===== config.mk =====
export PLATFORM = sky130hd
export DESIGN_NAME = arc_sequencer
export DESIGN_NICKNAME = d
export VERILOG_FILES = /design/src/hw/arc_pkg.sv /design/src/hw/arc_out_relay.sv /design/src/hw/arc_sequencer.sv /design/src/hw/arc_tick_gen.sv
export SDC_FILE = /design/constraint.sdc
export NUM_CORES = 1
export LEC_CHECK = 0
export BUFFER_PORTS_ARGS = -buffer_cell sky130_fd_sc_hd__buf_2
export CAP_MARGIN = 20
export CORE_UTILIZATION = 40
export CTS_CLUSTER_DIAMETER = 150
export DETAILED_ROUTE_END_ITERATION = 8
export HOLD_SLACK_MARGIN = 0.08
export MAX_ROUTING_LAYER = met4
export PLACE_DENSITY = 0.66
export SLEW_MARGIN = 40
export SYNTH_ARGS = -nofsm -noshare
export SYNTH_HDL_FRONTEND = slang
export SYNTH_HIERARCHICAL = 1
export SYNTH_SLANG_ARGS = --single-unit

===== constraint.sdc =====
create_clock -name clk_sys -period 11.5 [get_ports clk_sys]
set_input_delay 1.15 -clock clk_sys [delete_from_list [all_inputs] [get_ports clk_sys]]
set_output_delay 1.15 -clock clk_sys [all_outputs]
set_load 0.02 [all_outputs]

===== src/hw/arc_pkg.sv =====
// Purpose: Shared constants and types for the autoreclose sequencer
// Assumes: 100 MHz clk_sys, 10 ms protection timing tick
// Notes:   Timer settings are held in ticks, 16 bits wide
package arc_pkg;

   // Clock and tick
   localparam int CLK_PERIOD_NS  = 10;
   localparam int TICK_PERIOD_NS = 10_000_000;
   localparam int TICK_CYCLES    = TICK_PERIOD_NS / CLK_PERIOD_NS;
   localparam int TICK_MS        = TICK_PERIOD_NS / 1_000_000;

   // Sizes
   localparam int AW     = 8;
   localparam int DW     = 32;
   localparam int TMR_W  = 16;
   localparam int N_SRC  = 13;
   localparam int N_PROT = 12;
   localparam int N_RLY  = 7;
   localparam int N_TMR  = 11;
   localparam int N_PIN  = 10;

   // Register offsets (byte addresses)
   localparam logic [AW-1:0] OFS_CTRL  = 8'h00;
   localparam logic [AW-1:0] OFS_INIT  = 8'h04;
   localparam logic [AW-1:0] OFS_STAT  = 8'h08;
   localparam logic [AW-1:0] OFS_LATCH = 8'h0c;
   localparam logic [AW-1:0] OFS_TMR   = 8'h10;
   localparam logic [AW-1:0] OFS_RLY   = 8'h40;

   // Control fields
   localparam int CTRL_EN      = 0;
   localparam int CTRL_NUM_LSB = 1;
   localparam int CTRL_CO_PH   = 4;
   localparam int CTRL_CO_EF   = 5;
   localparam int CTRL_CO_SE   = 6;
   localparam logic [DW-1:0] CTRL_RST  = 32'h0000_0001;
   localparam logic [DW-1:0] INIT_RST  = 32'h0000_0001;
   localparam logic [DW-1:0] LATCH_RST = 32'h0000_0000;
   localparam logic [2:0]    NUM_MAX   = 3'h4;

   // Initiation selector codes
   localparam logic [1:0] SEL_NA  = 2'h0;
   localparam logic [1:0] SEL_A1  = 2'h1;
   localparam logic [1:0] SEL_A2  = 2'h2;
   localparam logic [1:0] SEL_BLK = 2'h3;

   // Status fields
   localparam int STAT_STEP = 0;
   localparam int STAT_FT   = 5;
   localparam int STAT_RDY  = 6;
   localparam int STAT_ACT  = 7;
   localparam int STAT_SHOT = 8;

   // Timer slots
   localparam int T_RECLAIM = 0;
   localparam int T_DEAD1   = 1;
   localparam int T_PULSE   = 6;
   localparam int T_SUCC    = 7;
   localparam int T_RECOV   = 8;
   localparam int T_PAUSE   = 9;
   localparam int T_SRESET  = 10;

   // Default times in ms
   localparam int RECLAIM_MS = 60000;
   localparam int DEAD_MS    = 10000;
   localparam int PULSE_MS   = 2000;
   localparam int SUCC_MS    = 3000;
   localparam int RECOV_MS   = 10000;
   localparam int PAUSE_MS   = 10000;
   localparam int SRESET_MS  = 3000;

   localparam logic [TMR_W-1:0] TMR_DEF [N_TMR] = '{
      16'(RECLAIM_MS / TICK_MS), 16'(DEAD_MS / TICK_MS), 16'(DEAD_MS / TICK_MS),
      16'(DEAD_MS / TICK_MS), 16'(DEAD_MS / TICK_MS), 16'(DEAD_MS / TICK_MS),
      16'(PULSE_MS / TICK_MS), 16'(SUCC_MS / TICK_MS), 16'(RECOV_MS / TICK_MS),
      16'(PAUSE_MS / TICK_MS), 16'(SRESET_MS / TICK_MS)};
   localparam logic [TMR_W-1:0] RLY_DEF = 16'h0000;

   typedef enum logic [2:0] {
      ST_IDLE, ST_READY, ST_DEAD, ST_PULSE, ST_JUDGE, ST_SRESET, ST_FINAL, ST_PAUSE
   } arc_state_t;

endpackage : arc_pkg


===== src/hw/arc_out_relay.sv =====
// Purpose: One trip output relay with programmable reset time and latch
// Assumes: tick from arc_tick_gen
// Notes:   Latched relay drops only on reset_all once the drive is gone
`timescale 1ns/1ps
module arc_out_relay
   import arc_pkg::*;
(
   // Clock and reset
   input  wire logic          clk_sys,
   input  wire logic          rst,
   input  wire logic          tick,
   // Control
   input  wire logic          drive,
   input  wire logic          latch_en,
   input  wire logic          reset_all,
   input  wire logic [TMR_W-1:0] reset_time,
   // Relay
   output logic               relay_on
);

   logic [TMR_W-1:0] hold_reg;
   logic          latched_reg;

   always_ff @(posedge clk_sys)
   begin
      if (rst)
      begin
         relay_on    <= 1'b0;
         latched_reg <= 1'b0;
         hold_reg    <= '0;
      end
      else if (drive)
      begin
         relay_on    <= 1'b1;
         latched_reg <= latch_en;
         hold_reg    <= '0;
      end
      else if (relay_on && latched_reg)
      begin
         if (reset_all)
         begin
            relay_on    <= 1'b0;
            latched_reg <= 1'b0;
         end
      end
      else if (relay_on)
      begin
         if (hold_reg >= reset_time)
            relay_on <= 1'b0;
         else if (tick)
            hold_reg <= hold_reg + 16'h1;
      end
   end

endmodule : arc_out_relay


===== src/hw/arc_sequencer.sv =====
// Purpose: Multi-shot autoreclose sequencer with trip output relays
// Assumes: Binary inputs are asynchronous pins; protection trips and
//          current level flags come from logic on clk_sys
// Notes:   All timer settings count 10 ms ticks
`timescale 1ns/1ps
module arc_sequencer
   import arc_pkg::*;
#(
   parameter int TICK_CYC = TICK_CYCLES
)(
   // Clock and reset
   input  wire logic              clk_sys,
   input  wire logic              rst,
   // Register port
   input  wire logic [AW-1:0]     reg_addr,
   input  wire logic [DW-1:0]     reg_wdata,
   input  wire logic              reg_wr,
   input  wire logic              reg_rd,
   output logic      [DW-1:0]     reg_rdata,
   // Protection elements
   input  wire logic [N_PROT-1:0] prot_trip,
   input  wire logic [N_RLY-1:0]  relay_drive,
   input  wire logic              phase_over,
   input  wire logic              earth_over,
   input  wire logic              sens_earth_over,
   // Binary inputs
   input  wire logic [2:0]        ext_phase_trip,
   input  wire logic              external_three_phase_trip,
   input  wire logic              reclose_block_input,
   input  wire logic              breaker_ready,
   input  wire logic              breaker_closed,
   input  wire logic              manual_close,
   input  wire logic              reset_key,
   input  wire logic              remote_reset,
   // Outputs
   output logic [N_RLY-1:0]       relay_out,
   output logic                   reclose_command,
   output logic                   final_trip_flag,
   output logic                   step_bit_one,
   output logic                   step_bit_two,
   output logic                   step_bit_three,
   output logic                   step_bit_four,
   output logic                   step_bit_five,
   output logic                   reclose_ready
);

   // Settings
   logic [DW-1:0] ctrl_reg;
   logic [DW-1:0] init_reg;
   logic [DW-1:0] latch_reg;
   logic [TMR_W-1:0] tmr_reg [N_TMR];
   logic [TMR_W-1:0] rly_reg [N_RLY];

   // Pin synchronisers
   logic [N_PIN-1:0] pin_raw;
   logic [N_PIN-1:0] pin_m_reg;
   logic [N_PIN-1:0] pin_s_reg;

   // Sequencer state
   arc_state_t    st_reg;
   arc_state_t    st_next;
   logic [2:0]    shot_reg;
   logic [2:0]    shot_next;
   logic [TMR_W-1:0] cnt_reg;
   logic [TMR_W-1:0] limit;
   logic [31:0]   pre_reg;
   logic          seq_tick;
   logic          restart;
   logic          tmr_done;
   logic          active_reg;
   logic [4:0]    step_reg;
   logic [4:0]    step_next;

   // Event detection
   logic [N_SRC-1:0] src_trip;
   logic [N_SRC-1:0] init_vec;
   logic [N_SRC-1:0] blk_vec;
   logic             tick;
   logic             ext_any;
   logic             init_lvl;
   logic             fault_lvl;
   logic             coord_lvl;
   logic             prev_init_reg;
   logic             prev_fault_reg;
   logic             prev_man_reg;
   logic             prev_rst_reg;
   logic             init_rise;
   logic             fault_rise;
   logic             man_rise;
   logic             reset_all;
   logic             blk_hit;
   logic             arm_ok;
   logic [2:0]       num_sel;
   logic [DW-1:0]    rd_mux;

   // Named pins after synchronisation
   logic ext3_s;
   logic extp_any_s;
   logic block_s;
   logic bready_s;
   logic bclosed_s;
   logic mclose_s;
   logic rkey_s;
   logic rrem_s;

   assign pin_raw = {ext_phase_trip, external_three_phase_trip, reclose_block_input,
                     breaker_ready, breaker_closed, manual_close, reset_key, remote_reset};

   always_ff @(posedge clk_sys)
   begin
      if (rst)
      begin
         pin_m_reg <= '0;
         pin_s_reg <= '0;
      end
      else
      begin
         pin_m_reg <= pin_raw;
         pin_s_reg <= pin_m_reg;
      end
   end

   assign extp_any_s = |pin_s_reg[9:7];
   assign ext3_s     = pin_s_reg[6];
   assign block_s    = pin_s_reg[5];
   assign bready_s   = pin_s_reg[4];
   assign bclosed_s  = pin_s_reg[3];
   assign mclose_s   = pin_s_reg[2];
   assign rkey_s     = pin_s_reg[1];
   assign rrem_s     = pin_s_reg[0];

   arc_tick_gen #(
      .CYCLES (TICK_CYC)
   ) u_tick (
      .clk_sys (clk_sys),
      .rst     (rst),
      .tick    (tick)
   );

   // Trip sources: protection elements, then external trips
   assign ext_any  = extp_any_s | ext3_s;
   assign src_trip = {ext_any, prot_trip};

   genvar gi;
   generate
      for (gi = 0; gi < N_SRC; gi++)
      begin : g_src
         logic [1:0] sel;
         assign sel          = init_reg[2*gi+1:2*gi];
         assign init_vec[gi] = src_trip[gi] && (sel == SEL_A1 || sel == SEL_A2);
         assign blk_vec[gi]  = src_trip[gi] && (sel == SEL_BLK);
      end
   endgenerate

   // Coordination: fault current seen by an enabled element type
   assign coord_lvl = (phase_over && ctrl_reg[CTRL_CO_PH])
                    | (earth_over && ctrl_reg[CTRL_CO_EF])
                    | (sens_earth_over && ctrl_reg[CTRL_CO_SE]);

   assign init_lvl  = (|init_vec) | coord_lvl;
   assign fault_lvl = (|src_trip) | coord_lvl;
   assign blk_hit   = (|blk_vec) | (block_s && fault_lvl);
   assign arm_ok    = bready_s && bclosed_s && ctrl_reg[CTRL_EN] && !block_s;
   assign num_sel   = (ctrl_reg[CTRL_NUM_LSB+2:CTRL_NUM_LSB] > NUM_MAX)
                    ? NUM_MAX : ctrl_reg[CTRL_NUM_LSB+2:CTRL_NUM_LSB];

   always_ff @(posedge clk_sys)
   begin
      if (rst)
      begin
         prev_init_reg  <= 1'b0;
         prev_fault_reg <= 1'b0;
         prev_man_reg   <= 1'b0;
         prev_rst_reg   <= 1'b0;
      end
      else
      begin
         prev_init_reg  <= init_lvl;
         prev_fault_reg <= fault_lvl;
         prev_man_reg   <= mclose_s;
         prev_rst_reg   <= rkey_s | rrem_s;
      end
   end

   assign init_rise  = init_lvl && !prev_init_reg;
   assign fault_rise = fault_lvl && !prev_fault_reg;
   assign man_rise   = mclose_s && !prev_man_reg;
   assign reset_all  = (rkey_s | rrem_s) && !prev_rst_reg;

   // Timer limit for the current state
   always_comb
   begin
      case (st_reg)
         ST_IDLE:   limit = tmr_reg[T_RECLAIM];
         ST_DEAD:   limit = tmr_reg[T_DEAD1 + 32'(shot_reg)];
         ST_PULSE:  limit = tmr_reg[T_PULSE];
         ST_JUDGE:  limit = tmr_reg[T_SUCC];
         ST_SRESET: limit = tmr_reg[T_SRESET];
         ST_FINAL:  limit = tmr_reg[T_RECOV];
         ST_PAUSE:  limit = tmr_reg[T_PAUSE];
         default:   limit = '0;
      endcase
   end

   assign tmr_done = (cnt_reg >= limit);

   always_comb
   begin
      st_next   = st_reg;
      shot_next = shot_reg;
      case (st_reg)
         ST_IDLE:
            if (man_rise)
               st_next = ST_PAUSE;
            else if (fault_rise)
               st_next = ST_FINAL;
            else if (arm_ok && tmr_done)
               st_next = ST_READY;
         ST_READY:
            if (!arm_ok)
               st_next = ST_IDLE;
            else if (man_rise)
               st_next = ST_PAUSE;
            else if (blk_hit)
               st_next = ST_FINAL;
            else if (init_rise)
            begin
               st_next   = ST_DEAD;
               shot_next = 3'h0;
            end
         ST_DEAD:
            if (blk_hit || !ctrl_reg[CTRL_EN] || block_s)
               st_next = ST_FINAL;
            else if (tmr_done)
               st_next = ST_PULSE;
         ST_PULSE:
            if (tmr_done)
               st_next = ST_JUDGE;
         ST_JUDGE:
            if (blk_hit)
               st_next = ST_FINAL;
            else if (init_rise && shot_reg < num_sel)
            begin
               st_next   = ST_DEAD;
               shot_next = shot_reg + 3'h1;
            end
            else if (init_rise)
               st_next = ST_FINAL;
            else if (tmr_done)
               st_next = ST_SRESET;
         ST_SRESET:
            if (fault_rise)
               st_next = ST_FINAL;
            else if (tmr_done)
               st_next = ST_IDLE;
         ST_FINAL:
            if (tmr_done)
               st_next = ST_IDLE;
         ST_PAUSE:
            if (tmr_done)
               st_next = ST_IDLE;
         default:
            st_next = ST_IDLE;
      endcase
   end

   // Reclaim restarts whenever the arming conditions drop
   assign restart = (st_next != st_reg) || (st_reg == ST_IDLE && !arm_ok);

   always_ff @(posedge clk_sys)
   begin
      if (rst)
      begin
         st_reg   <= ST_IDLE;
         shot_reg <= 3'h0;
      end
      else
      begin
         st_reg   <= st_next;
         shot_reg <= shot_next;
      end
   end

   // Each sequencer state timer restarts its own tick phase, so delays are whole ticks
   always_ff @(posedge clk_sys)
   begin
      if (rst || restart)
         pre_reg <= 32'h1;
      else if (seq_tick)
         pre_reg <= 32'h0;
      else
         pre_reg <= pre_reg + 32'h1;
   end

   assign seq_tick = (pre_reg >= 32'(TICK_CYC - 1));

   always_ff @(posedge clk_sys)
   begin
      if (rst || restart)
         cnt_reg <= '0;
      else if (seq_tick && !tmr_done)
         cnt_reg <= cnt_reg + 16'h1;
   end

   // Activation latch holds from initiation until the cycle ends
   always_ff @(posedge clk_sys)
   begin
      if (rst)
         active_reg <= 1'b0;
      else if (st_reg == ST_READY && st_next == ST_DEAD)
         active_reg <= 1'b1;
      else if (st_next == ST_IDLE || st_next == ST_FINAL)
         active_reg <= 1'b0;
   end

   always_comb
   begin
      step_next = 5'h00;
      if (st_next == ST_DEAD || st_next == ST_PULSE || st_next == ST_JUDGE)
      begin
         case (shot_next)
            3'h1:    step_next = 5'h01;
            3'h2:    step_next = 5'h02;
            3'h3:    step_next = 5'h04;
            3'h4:    step_next = 5'h08;
            default: step_next = 5'h00;
         endcase
      end
   end

   always_ff @(posedge clk_sys)
   begin
      if (rst)
      begin
         reclose_command <= 1'b0;
         final_trip_flag <= 1'b0;
         reclose_ready   <= 1'b0;
         step_reg        <= 5'h00;
      end
      else
      begin
         reclose_command <= (st_next == ST_PULSE);
         final_trip_flag <= (st_next == ST_FINAL);
         reclose_ready   <= (st_next == ST_READY);
         step_reg        <= step_next;
      end
   end

   assign step_bit_one   = step_reg[0];
   assign step_bit_two   = step_reg[1];
   assign step_bit_three = step_reg[2];
   assign step_bit_four  = step_reg[3];
   assign step_bit_five  = step_reg[4];

   // Output relays
   generate
      for (gi = 0; gi < N_RLY; gi++)
      begin : g_rly
         arc_out_relay u_rly (
            .clk_sys    (clk_sys),
            .rst        (rst),
            .tick       (tick),
            .drive      (relay_drive[gi]),
            .latch_en   (latch_reg[gi]),
            .reset_all  (reset_all),
            .reset_time (rly_reg[gi]),
            .relay_on   (relay_out[gi])
         );

         always_ff @(posedge clk_sys)
         begin
            if (rst)
               rly_reg[gi] <= RLY_DEF;
            else if (reg_wr && reg_addr == 8'(OFS_RLY + 4*gi))
               rly_reg[gi] <= reg_wdata[TMR_W-1:0];
         end
      end

      for (gi = 0; gi < N_TMR; gi++)
      begin : g_tmr
         always_ff @(posedge clk_sys)
         begin
            if (rst)
               tmr_reg[gi] <= TMR_DEF[gi];
            else if (reg_wr && reg_addr == 8'(OFS_TMR + 4*gi))
               tmr_reg[gi] <= reg_wdata[TMR_W-1:0];
         end
      end
   endgenerate

   // Control registers
   always_ff @(posedge clk_sys)
   begin
      if (rst)
      begin
         ctrl_reg  <= CTRL_RST;
         init_reg  <= INIT_RST;
         latch_reg <= LATCH_RST;
      end
      else if (reg_wr)
      begin
         if (reg_addr == OFS_CTRL)
            ctrl_reg <= {25'h0, reg_wdata[6:0]};
         if (reg_addr == OFS_INIT)
            init_reg <= {6'h0, reg_wdata[25:0]};
         if (reg_addr == OFS_LATCH)
            latch_reg <= {25'h0, reg_wdata[6:0]};
      end
   end

   // Read path, unmapped addresses read zero
   always_comb
   begin
      rd_mux = '0;
      case (reg_addr)
         OFS_CTRL:  rd_mux = ctrl_reg;
         OFS_INIT:  rd_mux = init_reg;
         OFS_LATCH: rd_mux = latch_reg;
         OFS_STAT:  rd_mux = {21'h0, shot_reg, active_reg, reclose_ready,
                              final_trip_flag, step_reg};
         default:   rd_mux = '0;
      endcase
      for (int i = 0; i < N_TMR; i++)
         if (reg_addr == 8'(OFS_TMR + 4*i))
            rd_mux = {16'h0, tmr_reg[i]};
      for (int i = 0; i < N_RLY; i++)
         if (reg_addr == 8'(OFS_RLY + 4*i))
            rd_mux = {16'h0, rly_reg[i]};
   end

   always_ff @(posedge clk_sys)
   begin
      if (rst)
         reg_rdata <= '0;
      else if (reg_rd)
         reg_rdata <= rd_mux;
      else
         reg_rdata <= '0;
   end

endmodule : arc_sequencer


===== src/hw/arc_tick_gen.sv =====
// Purpose: Common timing tick for the output relay reset timers
// Assumes: CYCLES clk_sys periods per tick
// Notes:   tick is a one-cycle pulse
`timescale 1ns/1ps
module arc_tick_gen
   import arc_pkg::*;
#(
   parameter int CYCLES = TICK_CYCLES
)(
   // Clock and reset
   input  wire logic clk_sys,
   input  wire logic rst,
   // Tick
   output logic      tick
);

   logic [31:0] div_reg;

   always_ff @(posedge clk_sys)
   begin
      if (rst || div_reg == 32'(CYCLES - 1))
         div_reg <= 32'h0;
      else
         div_reg <= div_reg + 32'h1;
   end

   always_ff @(posedge clk_sys)
   begin
      if (rst)
         tick <= 1'b0;
      else
         tick <= (div_reg == 32'(CYCLES - 1));
   end

endmodule : arc_tick_gen


==> out/metrics.csv <==
stage,metric,value,unit
placement,Placed Area,0.0364,mm2
job,Max Cap Viol,0,
detailed_routing,routed wl met2,50600,um
floorplan,chip width,298,um
detailed_routing,routed length on met3,11100,um
timing,"Slew Viols, Final",0,
clock_network,Clk Tree Root Cell,clkbuf_16,
synthesis,area of the mapped netlist,0.0349,mm2
detailed_routing,number of nets with antenna violations after routing,0,
final_layout,utilization after layout,44.9,%
timing,Final min period,5.86,ns
detailed_routing,DR WL/cell,23.4,um
power,Cell Pwr Density,133,mW/mm2
timing,Slew HR,39.1,%
power,Pint,3.78,mW
final_layout,design area,0.0389,mm2
timing,Tcrit/Tclk final,51.0,%
clock_network,hold buffers post-CTS,0,
floorplan,DIE AREA,0.0885,mm2
power,Logic pwr share,9.2,%
clock_network,Max Root-Sink Buffers,3,
power,Pwr Total,5.17,mW
global_routing,gr usage total,25.5,%
timing,worst-margin pin slew,0.910,ns
worst_setup_path,Critical Path RT,12.03,ns
detailed_routing,M1 WL,46600,um
detailed_routing,drt via density,6.11,
synthesis,Synth Warn #,6,
synthesis,post-synth top area cell,edfxtp_1,
synthesis,number of flops mapped to enable cells by yosys,288,
timing,final setup violation count,0,
status,status,"complete, no violations",
floorplan,FP Rows,108,
timing,Sum Neg Setup Slack,0,ns
detailed_routing,vias after detailed routing,29300,
floorplan,Die Y,298,um
power,switching pwr,1.39,mW
clock_network,clock sinks,599,
detailed_routing,starting DRC count in detailed routing,3561,
synthesis,count of different cell masters after synthesis,98,
worst_setup_path,CP endpoint kind,register,
floorplan,Initial Util,40.3,%
global_routing,first-pass GRT wire length,172000,um
final_layout,Largest register FFs,176,
synthesis,Yosys top cell area share,24.8,%
synthesis,Seq cells post-synth,599,
synthesis,average cell area after synthesis,9.84,um2
placement,gpl congestion,0.986,
timing,"Hold Vio Cnt, Final",0,
synthesis,Cells after Synth,3552,
clock_network,clock slew at reported path FFs,0.06,ns
hold_path,worst min-delay path category,register to register,
placement,DPL Wire Length,78300,um
global_routing,pin count of the biggest net entering global routing,72,
final_layout,ratio of cells with drive above 1 in the final layout,14.5,%
timing,Max Freq,0.171,GHz
clock_network,setup bufs post-CTS,0,
clock_network,Post-CTS Resized,0,
global_routing,number of global-route vias before repair,27900,
power,Clock power frac,44.9,%
power,VDD IR-drop max,0.122,mV
global_routing,total congestion overflow,0,
power,Sw Ratio,26.9,%
timing,RSZ-0062 raised after global routing,false,
synthesis,register area share after synthesis,42.6,%
final_layout,area growth from synthesis to layout,11.3,%
global_routing,antenna violations before repair,5,
placement,port bufs,109,
worst_setup_path,Worst setup SP type,register,
timing,Min Hold Slack,0.432,ns
final_layout,fin nets,3807,
floorplan,CORE AREA,0.0866,mm2
worst_setup_path,CP arrival,6.39,ns
worst_setup_path,Setup CP Type,register to register,
synthesis,top post-synthesis cells by area,"edfxtp_1 (25%), dfxtp_1 (18%), ha_1 (5.5%), mux2i_1 (4.0%), nand2_1 (3.7%)",
worst_setup_path,CP max FO,64,
clock_network,H-tree lvl count,3,
detailed_routing,highest metal used,met4,
power,Leak,14.2,nW
clock_network,CTS tree,done,
synthesis,Async SR Flop Fraction,0,%
detailed_routing,final wirelength,112000,um
detailed_routing,DRC Markers,0,
detailed_routing,drt pass-1 iters,6,
clock_network,Worst-Skew Late Latency,0.65,ns
final_layout,# fillers,8163,
floorplan,# IOs,123,
power,sequential share of power,45.9,%
clock_network,CTS buffer count,72,
synthesis,Most used DFF post-synth,dfxtp_1,
timing,Worst Clk Skew,0.0315,ns
area by class of cell:
cell class	instances	area, um2	share of cell area, %
flip-flops and latches	599	14900	38.3
well taps	1155	1450	3.72
multi-input cells	2582	18600	47.7
repair buffers	162	968	2.49
diodes	5	12.5	0.0322
clock inverters	38	379	0.975
inverters	160	601	1.54
clock buffers	96	2040	5.25
critical path, cell delays in order (launching register included):
cell,delay (ns)
dfxtp_2,0.31
buf_4,0.59
ha_2,0.31
buf_4,0.65
mux4_2,0.48
mux2i_1,0.20
a21oi_1,0.10
a21oi_1,0.49
ha_1,0.36
and4_1,0.23
o221a_2,0.13
o21ai_1,0.30
a31oi_1,0.16
nand2b_1,0.21
and3b_2,0.22
a211o_4,0.55
a211o_1,0.34
cells by family after synthesis:
logic type,after synthesis,share of synthesized area (%)
compound gates,611,12.6
xor+xnor,63,1.58
fa+ha+maj,154,5.51
buf+inv,389,5.15
flops,599,42.6
mux,180,6.33
other cells,1,0.0107
simple gates,1555,26.3
metal layers:
metal | global-route usage [%] | vias to the layer above
met3 | 4.73 | 275
met4 | 9.06 | 0
met1 | 34.0 | 14100
li1 | - | 13300
met5 | - | -
met2 | 38.6 | 1568
power by group through the flow:
| stage | logic (mW) | registers (mW) | clock network, mW |
|---|---|---|---|
| after detailed placement | 0.463 | 2.41 | 0 |
| after CTS | 0.464 | 2.37 | 2.35 |
| after floorplan | 0.313 | 2.38 | 0 |
| after global placement | 0.454 | 2.41 | 0 |
| final | 0.474 | 2.37 | 2.32 |
| after global routing | 0.507 | 2.38 | 2.44 |
placed cells by master (no fill, tap or decap), types with 13 or more instances in the layout:
| cell type | synthesis | layout |
|---|---|---|
| a211oi_1 | 50 | 50 |
| a21o_1 | 18 | 15 |
| a21oi_1 | 152 | 152 |
| a221oi_1 | 18 | 18 |
| a22oi_1 | 78 | 78 |
| a31oi_1 | 21 | 21 |
| and2_1 | 113 | 113 |
| and3_1 | 157 | 156 |
| and4_1 | 28 | 28 |
| buf_2 | 17 | 108 |
| buf_4 | 7 | 50 |
| clkbuf_1 | 173 | 13 |
| clkbuf_16 | 0 | 76 |
| clkinv_2 | 0 | 13 |
| conb_1 | 1 | 19 |
| dfxtp_1 | 311 | 310 |
| edfxtp_1 | 288 | 288 |
| ha_1 | 154 | 153 |
| inv_1 | 160 | 160 |
| mux2i_1 | 140 | 140 |
| mux4_2 | 32 | 32 |
| nand2_1 | 347 | 345 |
| nand2b_1 | 28 | 27 |
| nand3_1 | 114 | 112 |
| nand4_1 | 112 | 112 |
| nor2_1 | 171 | 153 |
| nor2_2 | 2 | 15 |
| nor2b_1 | 62 | 61 |
| nor3_1 | 34 | 34 |
| nor3_2 | 44 | 44 |
| nor4_1 | 43 | 42 |
| nor4_2 | 61 | 62 |
| o211a_1 | 16 | 16 |
| o21ai_0 | 76 | 76 |
| o22ai_1 | 37 | 37 |
| or3_1 | 162 | 162 |
| or4_1 | 20 | 20 |
| xnor2_1 | 26 | 26 |
| xor2_1 | 37 | 37 |
stage by stage:
stage	worst slack, ns	cells
after floorplan	7.09	3570
after global placement	5.64	4652
after detailed placement	5.79	4658
after CTS	5.78	4792
after global routing	5.28	4794
final	5.64	4797
synth_stat cells, drive strengths merged (37+ instances only):
| cell | number |
|---|---|
| nand2 | 354 |
| dfxtp | 311 |
| edfxtp | 288 |
| clkbuf | 180 |
| nor2 | 173 |
| or3 | 169 |
| inv | 160 |
| and3 | 157 |
| ha | 154 |
| a21oi | 153 |
| mux2i | 140 |
| nand3 | 116 |
| nand4 | 114 |
| and2 | 113 |
| nor4 | 107 |
| o21ai | 83 |
| nor3 | 79 |
| a22oi | 78 |
| nor2b | 62 |
| a211oi | 50 |
| buf | 49 |
| o22ai | 37 |
| xor2 | 37 |
worst paths after layout:
path	from	to	slack (ns)	cells after the start
setup / recovery	shot_reg[0]$_SDFF_PP0_	pre_reg[0]$_SDFF_PP1_	5.64	16
hold / removal	pin_m_reg[3]$_SDFF_PP0_	pin_s_reg[3]$_SDFF_PP0_	0.43	1
setup reg to reg	shot_reg[0]$_SDFF_PP0_	pre_reg[0]$_SDFF_PP1_	5.64	16
hold reg to reg	pin_m_reg[3]$_SDFF_PP0_	pin_s_reg[3]$_SDFF_PP0_	0.43	1
(Power assumes the default switching activity.)
